### config.mk
export PLATFORM = sky130hd
export DESIGN_NAME = card_host_pin_interface
export DESIGN_NICKNAME = d
export VERILOG_FILES = /design/src/chp_pkg.sv /design/src/chp_pin_sync.sv /design/src/chp_access_decode.sv /design/src/card_host_pin_interface.sv
export SDC_FILE = /design/constraint.sdc
export NUM_CORES = 1
export LEC_CHECK = 0
export BUFFER_PORTS_ARGS = -buffer_cell sky130_fd_sc_hd__buf_2
export CAP_MARGIN = 20
export CORE_UTILIZATION = 30
export CTS_CLUSTER_SIZE = 14
export DETAILED_ROUTE_END_ITERATION = 10
export GPL_ROUTABILITY_DRIVEN = 0
export SLEW_MARGIN = 0
export SYNTH_ARGS = -nofsm -noshare
export SYNTH_HDL_FRONTEND = slang
export SYNTH_SLANG_ARGS = --single-unit
export TNS_END_PERCENT = 10
### constraint.sdc
create_clock -name sys_clk -period 1.9 [get_ports sys_clk]
set_input_delay 0.095 -clock sys_clk [delete_from_list [all_inputs] [get_ports sys_clk]]
set_output_delay 0.095 -clock sys_clk [all_outputs]
set_load 0.02 [all_outputs]
### src/chp_pkg.sv
package chp_pkg;

   localparam int ADDR_W = 11;
   localparam int DATA_W = 16;
   localparam int BYTE_W = 8;
   localparam int IDE_ADDR_W = 3;
   localparam int SYNC_STAGES = 2;

   // Control pin vector, one bit per pin, after the synchroniser
   localparam int CTL_W = 8;
   localparam int CTL_LOW_SEL = 0;
   localparam int CTL_HIGH_SEL = 1;
   localparam int CTL_IO_READ_STROBE_N = 2;
   localparam int CTL_IDE_SEL = 3;
   localparam int CTL_DRV_SEL = 4;
   localparam int CTL_ATTR_SEL = 5;
   localparam int CTL_DIAG_PIN = 6;
   localparam int CTL_ACT_PIN = 7;

   // Idle level of every low-active pin, also the synchroniser reset value
   localparam logic [CTL_W-1:0] CTL_IDLE = 8'hFF;
   localparam logic [ADDR_W-1:0] ADDR_IDLE = 11'h000;

   // Cycles after reset release before the straps are trusted
   localparam logic [1:0] STRAP_SETTLE = 2'h2;

   localparam logic CARD_DETECT_LEVEL = 1'h0;
   localparam logic BATTERY_OK_LEVEL = 1'h1;
   localparam logic SPEAKER_IDLE_LEVEL = 1'h1;
   localparam logic [DATA_W-1:0] DATA_IDLE = 16'h0000;
   localparam logic [BYTE_W-1:0] BYTE_ZERO = 8'h00;

   typedef enum logic [2:0]
   {
      CHP_MODE_MEM = 3'h1,
      CHP_MODE_IO = 3'h2,
      CHP_MODE_IDE = 3'h4
   } chp_mode_t;

   typedef enum logic [3:0]
   {
      CHP_RD_IDLE = 4'h1,
      CHP_RD_REQ = 4'h2,
      CHP_RD_LATCH = 4'h4,
      CHP_RD_DRIVE = 4'h8
   } chp_rd_t;

   typedef enum logic [2:0]
   {
      CHP_XFER_NONE = 3'h0,
      CHP_XFER_WORD = 3'h1,
      CHP_XFER_EVEN_LOW = 3'h2,
      CHP_XFER_ODD_LOW = 3'h3,
      CHP_XFER_ODD_HIGH = 3'h4
   } chp_xfer_t;

endpackage : chp_pkg

### src/chp_pin_sync.sv
`timescale 1ns/100ps
module chp_pin_sync #(
   parameter int WIDTH = 8,
   parameter logic [WIDTH-1:0] IDLE = '0
) (
   input wire logic sys_clk,
   input wire logic sys_rst,
   input wire logic [WIDTH-1:0] pinIn,
   output logic [WIDTH-1:0] pinSync
);

   logic [WIDTH-1:0] stageOne_ff;
   logic [WIDTH-1:0] stageTwo_ff;

   // First stage feeds only the second stage
   always_ff @(posedge sys_clk)
   begin
      if (sys_rst)
      begin
         stageOne_ff <= IDLE;
         stageTwo_ff <= IDLE;
      end
      else
      begin
         stageOne_ff <= pinIn;
         stageTwo_ff <= stageOne_ff;
      end
   end

   assign pinSync = stageTwo_ff;

endmodule : chp_pin_sync

### src/chp_access_decode.sv
`timescale 1ns/100ps
module chp_access_decode (
   input wire chp_pkg::chp_mode_t mode,
   input wire logic [chp_pkg::ADDR_W-1:0] addr,
   input wire logic lowSelN,
   input wire logic highSelN,
   input wire logic attrSelN,
   output logic [chp_pkg::ADDR_W-1:0] effAddr,
   output chp_pkg::chp_xfer_t xfer,
   output logic altBank,
   output logic attrSpace,
   output logic selected
);

   always_comb
   begin
      effAddr = addr;
      xfer = chp_pkg::CHP_XFER_NONE;
      altBank = 1'b0;
      attrSpace = 1'b0;
      selected = !lowSelN || !highSelN;
      if (mode == chp_pkg::CHP_MODE_IDE)
      begin
         // Upper lines are grounded by the host, masked anyway
         effAddr = {{(chp_pkg::ADDR_W-chp_pkg::IDE_ADDR_W){1'b0}},
                    addr[chp_pkg::IDE_ADDR_W-1:0]};
         altBank = !highSelN;
         xfer = selected ? chp_pkg::CHP_XFER_WORD : chp_pkg::CHP_XFER_NONE;
      end
      else
      begin
         attrSpace = (mode == chp_pkg::CHP_MODE_MEM) && !attrSelN;
         case ({highSelN, lowSelN})
            2'b00: xfer = chp_pkg::CHP_XFER_WORD;
            2'b10: xfer = addr[0] ? chp_pkg::CHP_XFER_ODD_LOW : chp_pkg::CHP_XFER_EVEN_LOW;
            2'b01: xfer = chp_pkg::CHP_XFER_ODD_HIGH;
            default: xfer = chp_pkg::CHP_XFER_NONE;
         endcase
      end
   end

endmodule : chp_access_decode

### src/card_host_pin_interface.sv
`timescale 1ns/100ps
// Contract
// Memory and I/O modes decode all eleven address lines, top line is MSB.
// True IDE decodes only three low address lines; host grounds the rest.
// Memory mode drives both battery status pins high permanently.
// I/O mode drives the speaker pin high permanently.
// I/O mode signals configuration/status register changes on status-change pin.
// True IDE uses two shared pins for master/slave diagnostic handshake.
// Both card-detect outputs are tied low in every mode.
// Host selects the card by driving either byte select low.
// Memory mode picks byte, word or odd-byte from selects and lowest address.
// True IDE high-byte select reaches alternate status and device control.
// True IDE low-byte select reaches the other task-file registers.
// True IDE is master with drive select grounded, slave when open.
// Memory mode ignores drive select and the I/O read strobe.
// Sixteen-bit data bus; line 0 even byte LSB, line 8 odd byte LSB.
// Input acknowledge is unused outside I/O mode; host leaves it open.
// I/O mode drives input acknowledge low while selected and read strobe low.
// Host steers its input data buffer with input acknowledge.
// I/O and True IDE modes return task-file data on the read strobe.
// I/O mode ignores the read strobe until the interface is configured.
// True IDE ignores the read strobe until the interface is set up.
// Host grounds the IDE mode select to choose True IDE.
// Memory mode attribute select high means task file, low attribute memory.
// Operating mode taken from the strap at reset and held until next reset; code holds only the IDE strap, memory or I/O follows cfgIoMode live.
// Data bus stays released whenever no read strobe is being served.
module card_host_pin_interface (
   input wire logic sys_clk,
   input wire logic sys_rst,
   input wire logic [chp_pkg::ADDR_W-1:0] addrPin,
   input wire logic low_byte_select_n,
   input wire logic high_byte_select_n,
   input wire logic io_read_strobe_n,
   input wire logic ide_mode_select_n,
   input wire logic drive_select_n,
   input wire logic attribute_select_n,
   input wire logic [chp_pkg::DATA_W-1:0] dataPinIn,
   output logic [chp_pkg::DATA_W-1:0] dataPinOut,
   output logic [1:0] dataPinOe,
   input wire logic diagPinIn,
   output logic diagPinOut,
   output logic diagPinOe,
   input wire logic activityPinIn,
   output logic activityPinOut,
   output logic activityPinOe,
   output logic card_detect_one_n,
   output logic card_detect_two_n,
   output logic input_ack_n,
   input wire logic cfgIoMode,
   input wire logic interfaceReady,
   input wire logic cfgStatusChanged,
   input wire logic diagDone,
   input wire logic diagPassed,
   input wire logic driveActive,
   input wire logic [chp_pkg::DATA_W-1:0] tfReadData,
   output logic tfReadReq,
   output logic [chp_pkg::ADDR_W-1:0] tfAddr,
   output logic tfAltBank,
   output logic [chp_pkg::DATA_W-1:0] hostWriteData,
   output chp_pkg::chp_mode_t cardMode,
   output logic modeValid,
   output logic deviceIsSlave,
   output logic slavePresent,
   output logic slaveDiagPassed,
   output logic memSelected,
   output chp_pkg::chp_xfer_t memXfer,
   output logic memAttrAccess
);

   logic [chp_pkg::ADDR_W-1:0] addrSync;
   logic [chp_pkg::CTL_W-1:0] ctlSync;
   logic [chp_pkg::DATA_W-1:0] dataSync;
   logic [chp_pkg::ADDR_W-1:0] decAddr;
   chp_pkg::chp_xfer_t decXfer;
   logic decAltBank;
   logic decAttr;
   logic decSelected;
   logic readStrobe;
   logic respond;

   logic [1:0] settleCnt_ff;
   logic modeValid_ff;
   logic ideStrap_ff;
   logic slaveStrap_ff;
   chp_pkg::chp_mode_t mode_ff;
   chp_pkg::chp_mode_t nxt_mode;
   chp_pkg::chp_rd_t rdState_ff;
   chp_pkg::chp_rd_t nxt_rdState;
   chp_pkg::chp_xfer_t rdXfer_ff;
   logic tfReadReq_ff;
   logic [chp_pkg::ADDR_W-1:0] tfAddr_ff;
   logic tfAltBank_ff;
   logic [chp_pkg::DATA_W-1:0] dataOut_ff;
   logic [1:0] dataOe_ff;
   logic inputAck_n_ff;
   logic diagOut_ff;
   logic diagOe_ff;
   logic actOut_ff;
   logic actOe_ff;
   logic cardDetectOne_n_ff;
   logic cardDetectTwo_n_ff;
   logic slavePresent_ff;
   logic slaveDiagPassed_ff;
   logic memSelected_ff;
   chp_pkg::chp_xfer_t memXfer_ff;
   logic memAttr_ff;
   logic [chp_pkg::DATA_W-1:0] hostData_ff;

   chp_pin_sync #(
      .WIDTH(chp_pkg::ADDR_W),
      .IDLE(chp_pkg::ADDR_IDLE)
   ) addrSyncInst (
      .sys_clk(sys_clk),
      .sys_rst(sys_rst),
      .pinIn(addrPin),
      .pinSync(addrSync)
   );

   chp_pin_sync #(
      .WIDTH(chp_pkg::CTL_W),
      .IDLE(chp_pkg::CTL_IDLE)
   ) ctlSyncInst (
      .sys_clk(sys_clk),
      .sys_rst(sys_rst),
      .pinIn({activityPinIn, diagPinIn, attribute_select_n, drive_select_n,
              ide_mode_select_n, io_read_strobe_n, high_byte_select_n,
              low_byte_select_n}),
      .pinSync(ctlSync)
   );

   chp_pin_sync #(
      .WIDTH(chp_pkg::DATA_W),
      .IDLE(chp_pkg::DATA_IDLE)
   ) dataSyncInst (
      .sys_clk(sys_clk),
      .sys_rst(sys_rst),
      .pinIn(dataPinIn),
      .pinSync(dataSync)
   );

   chp_access_decode decodeInst (
      .mode(mode_ff),
      .addr(addrSync),
      .lowSelN(ctlSync[chp_pkg::CTL_LOW_SEL]),
      .highSelN(ctlSync[chp_pkg::CTL_HIGH_SEL]),
      .attrSelN(ctlSync[chp_pkg::CTL_ATTR_SEL]),
      .effAddr(decAddr),
      .xfer(decXfer),
      .altBank(decAltBank),
      .attrSpace(decAttr),
      .selected(decSelected)
   );

   // Straps are read only after the synchronisers have refilled past reset
   always_ff @(posedge sys_clk)
   begin
      if (sys_rst)
      begin
         settleCnt_ff <= 2'h0;
         modeValid_ff <= 1'b0;
         ideStrap_ff <= 1'b0;
         slaveStrap_ff <= 1'b0;
      end
      else if (!modeValid_ff)
      begin
         if (settleCnt_ff == chp_pkg::STRAP_SETTLE)
         begin
            modeValid_ff <= 1'b1;
            ideStrap_ff <= !ctlSync[chp_pkg::CTL_IDE_SEL];
            slaveStrap_ff <= !ctlSync[chp_pkg::CTL_IDE_SEL]
                             && ctlSync[chp_pkg::CTL_DRV_SEL];
         end
         else
         begin
            settleCnt_ff <= settleCnt_ff + 2'h1;
         end
      end
   end

   always_comb
   begin
      if (ideStrap_ff)
      begin
         nxt_mode = chp_pkg::CHP_MODE_IDE;
      end
      else if (cfgIoMode)
      begin
         nxt_mode = chp_pkg::CHP_MODE_IO;
      end
      else
      begin
         nxt_mode = chp_pkg::CHP_MODE_MEM;
      end
   end

   always_ff @(posedge sys_clk)
   begin
      if (sys_rst)
      begin
         mode_ff <= chp_pkg::CHP_MODE_MEM;
      end
      else if (modeValid_ff)
      begin
         mode_ff <= nxt_mode;
      end
   end

   // Memory mode never answers the I/O strobe; the others wait for setup
   assign readStrobe = !ctlSync[chp_pkg::CTL_IO_READ_STROBE_N];
   assign respond = modeValid_ff && (mode_ff != chp_pkg::CHP_MODE_MEM)
                    && interfaceReady && decSelected && readStrobe;

   always_comb
   begin
      case (rdState_ff)
         chp_pkg::CHP_RD_IDLE:
            nxt_rdState = respond ? chp_pkg::CHP_RD_REQ : chp_pkg::CHP_RD_IDLE;
         chp_pkg::CHP_RD_REQ:
            nxt_rdState = chp_pkg::CHP_RD_LATCH;
         chp_pkg::CHP_RD_LATCH:
            nxt_rdState = chp_pkg::CHP_RD_DRIVE;
         chp_pkg::CHP_RD_DRIVE:
            nxt_rdState = respond ? chp_pkg::CHP_RD_DRIVE : chp_pkg::CHP_RD_IDLE;
         default:
            nxt_rdState = chp_pkg::CHP_RD_IDLE;
      endcase
   end

   always_ff @(posedge sys_clk)
   begin
      if (sys_rst)
      begin
         rdState_ff <= chp_pkg::CHP_RD_IDLE;
      end
      else
      begin
         rdState_ff <= nxt_rdState;
      end
   end

   // Address and bank are frozen for the whole read
   always_ff @(posedge sys_clk)
   begin
      if (sys_rst)
      begin
         tfReadReq_ff <= 1'b0;
         tfAddr_ff <= chp_pkg::ADDR_IDLE;
         tfAltBank_ff <= 1'b0;
         rdXfer_ff <= chp_pkg::CHP_XFER_NONE;
      end
      else
      begin
         tfReadReq_ff <= (nxt_rdState == chp_pkg::CHP_RD_REQ);
         if (nxt_rdState == chp_pkg::CHP_RD_REQ)
         begin
            tfAddr_ff <= decAddr;
            tfAltBank_ff <= decAltBank;
            rdXfer_ff <= decXfer;
         end
      end
   end

   // Byte steering: even byte on lines 7..0, odd byte on 15..8 unless moved down
   always_ff @(posedge sys_clk)
   begin
      if (sys_rst)
      begin
         dataOut_ff <= chp_pkg::DATA_IDLE;
         dataOe_ff <= 2'h0;
      end
      else if (rdState_ff == chp_pkg::CHP_RD_LATCH)
      begin
         case (rdXfer_ff)
            chp_pkg::CHP_XFER_WORD:
            begin
               dataOut_ff <= tfReadData;
               dataOe_ff <= 2'h3;
            end
            chp_pkg::CHP_XFER_EVEN_LOW:
            begin
               dataOut_ff <= {chp_pkg::BYTE_ZERO, tfReadData[chp_pkg::BYTE_W-1:0]};
               dataOe_ff <= 2'h1;
            end
            chp_pkg::CHP_XFER_ODD_LOW:
            begin
               dataOut_ff <= {chp_pkg::BYTE_ZERO,
                              tfReadData[chp_pkg::DATA_W-1:chp_pkg::BYTE_W]};
               dataOe_ff <= 2'h1;
            end
            chp_pkg::CHP_XFER_ODD_HIGH:
            begin
               dataOut_ff <= {tfReadData[chp_pkg::DATA_W-1:chp_pkg::BYTE_W],
                              chp_pkg::BYTE_ZERO};
               dataOe_ff <= 2'h2;
            end
            default:
            begin
               dataOut_ff <= chp_pkg::DATA_IDLE;
               dataOe_ff <= 2'h0;
            end
         endcase
      end
      else if (nxt_rdState != chp_pkg::CHP_RD_DRIVE)
      begin
         dataOe_ff <= 2'h0;
      end
   end

   // Follows the strobe, not the data, so the host buffer turns early
   always_ff @(posedge sys_clk)
   begin
      if (sys_rst)
      begin
         inputAck_n_ff <= 1'b1;
      end
      else
      begin
         inputAck_n_ff <= !((mode_ff == chp_pkg::CHP_MODE_IO) && respond);
      end
   end

   // Shared pins: battery status, status change and speaker, or the handshake
   always_ff @(posedge sys_clk)
   begin
      if (sys_rst || !modeValid_ff)
      begin
         diagOut_ff <= 1'b1;
         diagOe_ff <= 1'b0;
         actOut_ff <= 1'b1;
         actOe_ff <= 1'b0;
      end
      else
      begin
         case (mode_ff)
            chp_pkg::CHP_MODE_MEM:
            begin
               diagOut_ff <= chp_pkg::BATTERY_OK_LEVEL;
               diagOe_ff <= 1'b1;
               actOut_ff <= chp_pkg::BATTERY_OK_LEVEL;
               actOe_ff <= 1'b1;
            end
            chp_pkg::CHP_MODE_IO:
            begin
               diagOut_ff <= !cfgStatusChanged;
               diagOe_ff <= 1'b1;
               actOut_ff <= chp_pkg::SPEAKER_IDLE_LEVEL;
               actOe_ff <= 1'b1;
            end
            chp_pkg::CHP_MODE_IDE:
            begin
               // Open-drain style: only ever pulled low, released otherwise
               diagOut_ff <= 1'b0;
               diagOe_ff <= slaveStrap_ff && diagDone && diagPassed;
               actOut_ff <= 1'b0;
               actOe_ff <= driveActive || (slaveStrap_ff && !diagDone);
            end
            default:
            begin
               diagOut_ff <= 1'b1;
               diagOe_ff <= 1'b0;
               actOut_ff <= 1'b1;
               actOe_ff <= 1'b0;
            end
         endcase
      end
   end

   // Master watches the slave's handshake pins
   always_ff @(posedge sys_clk)
   begin
      if (sys_rst)
      begin
         slavePresent_ff <= 1'b0;
         slaveDiagPassed_ff <= 1'b0;
      end
      else
      begin
         slavePresent_ff <= (mode_ff == chp_pkg::CHP_MODE_IDE) && !slaveStrap_ff
                            && !ctlSync[chp_pkg::CTL_ACT_PIN] && !actOe_ff;
         slaveDiagPassed_ff <= (mode_ff == chp_pkg::CHP_MODE_IDE) && !slaveStrap_ff
                               && !ctlSync[chp_pkg::CTL_DIAG_PIN];
      end
   end

   always_ff @(posedge sys_clk)
   begin
      if (sys_rst)
      begin
         cardDetectOne_n_ff <= chp_pkg::CARD_DETECT_LEVEL;
         cardDetectTwo_n_ff <= chp_pkg::CARD_DETECT_LEVEL;
      end
      else
      begin
         cardDetectOne_n_ff <= chp_pkg::CARD_DETECT_LEVEL;
         cardDetectTwo_n_ff <= chp_pkg::CARD_DETECT_LEVEL;
      end
   end

   // Memory-cycle decode for the strobe logic kept outside this block
   always_ff @(posedge sys_clk)
   begin
      if (sys_rst)
      begin
         memSelected_ff <= 1'b0;
         memXfer_ff <= chp_pkg::CHP_XFER_NONE;
         memAttr_ff <= 1'b0;
      end
      else
      begin
         memSelected_ff <= modeValid_ff && decSelected;
         memXfer_ff <= decXfer;
         memAttr_ff <= decAttr;
      end
   end

   always_ff @(posedge sys_clk)
   begin
      if (sys_rst)
      begin
         hostData_ff <= chp_pkg::DATA_IDLE;
      end
      else
      begin
         hostData_ff <= dataSync;
      end
   end

   assign dataPinOut = dataOut_ff;
   assign dataPinOe = dataOe_ff;
   assign diagPinOut = diagOut_ff;
   assign diagPinOe = diagOe_ff;
   assign activityPinOut = actOut_ff;
   assign activityPinOe = actOe_ff;
   assign card_detect_one_n = cardDetectOne_n_ff;
   assign card_detect_two_n = cardDetectTwo_n_ff;
   assign input_ack_n = inputAck_n_ff;
   assign tfReadReq = tfReadReq_ff;
   assign tfAddr = tfAddr_ff;
   assign tfAltBank = tfAltBank_ff;
   assign hostWriteData = hostData_ff;
   assign cardMode = mode_ff;
   assign modeValid = modeValid_ff;
   assign deviceIsSlave = slaveStrap_ff;
   assign slavePresent = slavePresent_ff;
   assign slaveDiagPassed = slaveDiagPassed_ff;
   assign memSelected = memSelected_ff;
   assign memXfer = memXfer_ff;
   assign memAttrAccess = memAttr_ff;

endmodule : card_host_pin_interface

==> results of run 1 <==
[stage by stage]
step | instance area, um^2 | util | setup slack [ns]
after floorplan | 4630 | - | 0.261
final | 6420 | 0.424 | 0.169
after detailed placement | 5400 | 0.356 | 0.190
after CTS | 6420 | 0.424 | 0.168
after global routing | 6420 | 0.424 | 0.00751
after global placement | 5400 | 0.356 | 0.266
[worst paths after layout]
kind | from | to | slack (ns) | depth (start not counted)
min reg2reg | ctlSyncInst.pinSync[6] | slaveDiagPassed | 0.40 | 1
min | diagDone | activityPinOe | 0.06 | 4
max reg2reg | rdState_ff[3] | dataPinOut[15] | 0.17 | 4
max | rdState_ff[3] | dataPinOut[15] | 0.17 | 4
[area by class of cell]
class / count / area (um^2) / share of cell area
clock buffer: 18 / 429 / 0.0668
clock inverter: 13 / 115 / 0.0179
inverter: 2 / 7.51 / 0.00117
multi-input combinational: 262 / 1610 / 0.251
sequential: 144 / 2880 / 0.449
tap: 188 / 235 / 0.0366
timing repair buffer: 176 / 1140 / 0.177
[layer usage]
| metal | vias to the layer above | track usage |
|---|---|---|
| met3 | 6 | 0.0518 |
| met1 | 1550 | 0.153 |
| met5 | - | 0 |
| met4 | 0 | 0.0510 |
| met2 | 97 | 0.202 |
| li1 | 1771 | - |
[state kept, by name, summed over array words and instances, names as in the netlist, 2 cells and up]
register                  flops
addrSyncInst.pinSync         11
addrSyncInst.stageOne_ff     11
cardMode                      3
ctlSyncInst.pinSync           8
ctlSyncInst.stageOne_ff       8
dataPinOe                     2
dataPinOut                   16
dataSyncInst.pinSync         16
dataSyncInst.stageOne_ff     16
hostWriteData                16
memXfer                       3
rdState_ff                    4
rdXfer_ff                     3
settleCnt_ff                  2
tfAddr                       11
[cell usage after synthesis (3+ instances only)]
master	n
dfxtp_1	144
nor2b_1	75
nor2_1	34
nand2_1	24
a21oi_1	19
or2_2	17
a22oi_1	16
clkbuf_1	16
nand3_1	9
a22o_1	8
mux2_2	8
o21ai_0	6
buf_2	5
nand2b_1	4
or3_1	4
and4_1	3
buf_4	3
nor3_1	3
xnor2_1	3
[where the power goes]
| group | switching (mW) | internal (mW) | leakage [nW] |
|---|---|---|---|
| Combinational | 0.245 | 0.265 | 1.29 |
| Clock | 1.26 | 1.79 | 0.258 |
| Sequential | 0.0571 | 3.15 | 1.18 |
[kinds of logic after synthesis]
kind of cell,after synthesis
and+or+nand+nor,190
DFF,144
AOI/OAI and AO/OA,56
buffers and inverters,29
muxes,10
xor gates and xnor gates,3
adders and majority gates,1
other,1
[critical path, stage by stage (launching register included)]
cell and delay, ns:
dfxtp_1 0.34, or4b_4 0.70, nor3_4 0.39, a22oi_1 0.12, nor2_1 0.10
==> impl_metrics.tcl, run 1 <==
set metrics [dict create \
    status "completed" \
    synth_top_family_by_area "simple AND/OR/NAND/NOR gates" \
    finalSetupTns_ns 0 \
    fmax_ghz 0.578 \
    route.met2.wl_um 4450 \
    synth_mux_area_frac 0.0238 \
    synth_cell_types 41 \
    synth_area_um2 4630 \
    area_growth_pct 38.8 \
    cts-resized-gates 0 \
    yosysTopAreaCellShare 0.623 \
    h-tree-depth 4 \
    routedWlPerCell_um 12.0 \
    overflow 0 \
    highest_layer "met4" \
    met3_length_um 590 \
    clk_latency_ns 0.41 \
    antenna_found_initial 0 \
    fin_hold_ws_ns 0.0610 \
    numCtsBuffers 17 \
    final_common_cell "dfxtp_1" \
    finalCritPeriodShare 0.911 \
    synth_fa_ha_area_frac 0.00270 \
    synthSimpleGateAreaFrac 0.236 \
    finalHoldViolCount 0 \
    dp_hpwl_um 6460 \
    vias 3424 \
    synth_edf_count 0 \
    start_kind "flip-flop" \
    slew_headroom 0.631 \
    arrival_ns 2.07 \
    p_leak_nw 2.73 \
    ys_seq_area_frac 0.623 \
    syn_inst 434 \
    fin_cells 803 \
    ys_warn_count 0 \
    hold_buffers 48 \
    worst_slew_pin_slew_ns 0.554 \
    wl_met1_um 4530 \
    fillers 1453 \
    synth_compound_area_frac 0.0787 \
    final_cell_mix "dfxtp_1 (144), buf_2 (121), nor2b_1 (75)" \
    die_w_um 126 \
    ys.flop_type "dfxtp_1" \
    clkSinkCount 144 \
    synth_xor_xnor_area_share 0.00568 \
    yosys-top-cells-area "dfxtp_1 (62%), nor2b_1 (10%), nor2_1 (2.8%)" \
    cp_max_fo 21 \
    synth-seq-cells 144 \
    postRouteAntennaNets 0 \
    clk_pin_slew_ns 0.06 \
    core_area_um2 15100 \
    drive_above_1_share 0.306 \
    numPortBuffers 122 \
    drtIter0Drc 125 \
    skew_ns 0.00989 \
    synth_area_leader_cell "dfxtp_1" \
    drc 0 \
    grt_max_degree 56 \
    hold_path.class "in2reg" \
    path_class "reg2reg" \
    clock_path_buffers 2 \
    grt_pass1_wl_um 15700 \
    peakVddDrop_v 0.000619 \
    antenna_cells 0 \
    grt_pass1_vias 3358 \
    place_inst 724 \
    finalSetupViolations 0 \
    die_h_um 126 \
    post_cts_buffers 0 \
    ioPinCount 125 \
    maxCapViolCount 0 \
    rsz0062_at_grt "no" \
    die_area_um2 15900 \
    fin_crit_ns 1.73 \
    globalRouteTotalUtil 0.127 \
    slew_violations 0 \
    viasPerCell 4.26 \
    critPathRequiredTime_ns 2.24 \
    wirelength_um 9660 \
    async_reset_ff_frac 0 \
    power_mw 6.77 \
    nets 663 \
    avgSynthCellArea_um2 10.7 \
    first_pass_iters 4 \
    clock-root-buffer "clkbuf_16" \
    initial_core_util 0.305 \
    pwr_density_cell_nw_per_um2 1050 \
    crit_path_end_kind "flip-flop" \
    cts_tree "built" \
    num_rows 45 \
]
Power figures use the tool's default switching activity.
==> inputs of run 2 (changes only) <==
BUFFER_PORTS_ARGS = not set   (was -buffer_cell sky130_fd_sc_hd__buf_2)
DONT_BUFFER_PORTS = 1   (was not set)
==> impl_metrics.tcl, run 2 (same netlist as run 1, synthesis figures left out) <==
set metrics [dict create \
    status "completed" \
    use_met2 0.228 \
    first_pass_iters 4 \
    grtUsageMet1 0.142 \
    dp_hpwl_um 6040 \
    clock-root-buffer "clkbuf_16" \
    finalSetupViolations 0 \
    p_switching_mw 1.49 \
    pwr-share-seq 0.466 \
    pre_cts_slack_ns 0.140 \
    crit_path_end_kind "flip-flop" \
    peakVddDrop_v 0.000663 \
    cp_top_family "simple AND/OR/NAND/NOR gates" \
    numPortBuffers 0 \
    h-tree-depth 4 \
    num_rows 45 \
    finalSetupTns_ns 0 \
    p_sw_frac 0.216 \
    overflow 0 \
    die_area_um2 15900 \
    viasPerCell 4.60 \
    fin_crit_ns 1.83 \
    fillers 1441 \
    placed_cell_area_um2 4780 \
    grt_max_degree 103 \
    numCtsBuffers 17 \
    finalCritPeriodShare 0.965 \
    post_cts_buffers 0 \
    clock_path_buffers 2 \
    p_int_mw 5.43 \
    start_kind "flip-flop" \
    routedWlPerCell_um 14.3 \
    skew_ns 0.00888 \
    finalHoldViolCount 0 \
    postRouteAntennaNets 0 \
    drtIter0Drc 91 \
    fin_area_um2 6250 \
    hold_path.class "in2reg" \
    arrival_ns 2.18 \
    globalRouteTotalUtil 0.136 \
    drive_above_1_share 0.130 \
    clkSinkCount 144 \
    clk_latency_ns 0.41 \
    die_w_um 126 \
    path_class "reg2reg" \
    combPwrFrac 0.074 \
    critPathRequiredTime_ns 2.25 \
    slew_violations 0 \
    cp_slowest_cell "or4b_4" \
    slew_headroom 0.649 \
    clk_pin_slew_ns 0.06 \
    antenna_found_initial 2 \
    pwr_density_cell_nw_per_um2 1110 \
    vias 3311 \
    wirelength_um 10300 \
    gr-usage-met3 0.0641 \
    cp_slowest_stage_delay_ns 0.70 \
    worst_slew_pin_slew_ns 0.525 \
    multiInputGateArea_um2 1620 \
    path_cells "or4b_4, a21oi_1, dlygate4sd3_1" \
    grt_pass1_wl_um 16500 \
    utilization 0.413 \
    rsz0062_at_grt "no" \
    core_area_um2 15100 \
    cp_num_buf_inv 1 \
    area_growth_pct 35.1 \
    grt_pass1_vias 3407 \
    regArea_um2 2880 \
    maxCapViolCount 0 \
    p_leak_nw 2.42 \
    cp_max_fo 21 \
    die_h_um 126 \
    drc 0 \
    fmax_ghz 0.545 \
    final_cell_mix "dfxtp_1 (144), dlygate4sd3_1 (85), nor2b_1 (74)" \
    ioPinCount 125 \
    top_usage_layer "met2" \
    cts_tree "built" \
    setup_slack_ns 0.0666 \
    clkPwrFrac 0.459 \
    initial_core_util 0.305 \
    nets 579 \
    final_common_cell "dfxtp_1" \
]
-- run 2: cell count changes in the layout (fill, tap and decap cells not counted), sizes merged --
| cell | previous run | this run |
|---|---|---|
| clkinvlp | 4 | 2 |
| dlygate4sd3 | 48 | 85 |
| diode | 0 | 1 |
| clkbuf | 18 | 25 |
| clkinv | 6 | 1 |
| buf | 128 | 7 |
-- run 2: path summary, 6_finish.rpt --
| path | startpoint | endpoint | slack, ns | cells past startpoint |
|---|---|---|---|---|
| worst min register to register | ctlSyncInst.pinSync[6] | slaveDiagPassed | 0.39 | 1 |
| worst max register to register | rdState_ff[3] | rdState_ff[3] | 0.07 | 3 |
| worst min-delay path | tfReadData[6] | dataPinOut[6] | 0.09 | 4 |
| worst max-delay path | rdState_ff[3] | rdState_ff[3] | 0.07 | 3 |
-- run 2: final cells by class --
cell class	count	share of cell area
Sequential cell	144	0.461
Inverter	2	0.00120
Antenna cell	1	0.000400
Timing Repair Buffer	92	0.148
Tap cell	188	0.0376
Multi-Input combinational cell	262	0.260
Clock inverter	6	0.0114
Clock buffer	25	0.0808
-- run 2: through the flow --
stage,hold slack (ns),power [mW],instances
2_1_floorplan,0.199,3.55,435
3_3_place_gp,0.179,3.57,602
3_5_place_dp,0.175,3.59,602
4_1_cts,0.0719,7.02,719
5_1_grt,0.0957,7.25,720
6_report,0.0943,6.92,720
-- run 2: power by group through the flow --
| stage | Sequential, mW | Clock [mW] | Combinational, mW |
|---|---|---|---|
| floorplan | 3.30 | 0 | 0.257 |
| global placement | 3.29 | 0 | 0.286 |
| CTS | 3.23 | 3.29 | 0.502 |
| detailed placement | 3.29 | 0 | 0.296 |
| finish | 3.23 | 3.18 | 0.516 |
| global route | 3.24 | 3.43 | 0.572 |
-- run 2: timing repair --
action,in CTS,in global routing
hold endpoints to repair,144,0
hold buffers,86,0
resized for setup,0,4
setup endpoints to repair,0,6
-- run 2: layer usage --
| metal | routed length, um | vias up | share of wire |
|---|---|---|---|
| li1 | - | 1613 | - |
| met1 | 4170 | 1548 | 0.40 |
| met2 | 4990 | 122 | 0.48 |
| met3 | 882 | 26 | 0.086 |
| met4 | 240 | 2 | 0.023 |
| met5 | 17 | - | 0.0017 |
-- run 2: worst register-to-register path: cells and delay by family (launching register included) --
family	cells	cell delay [ns]
flops	1	0.34
simple gates	1	0.70
compound gates	1	0.18
buf+inv	1	0.55
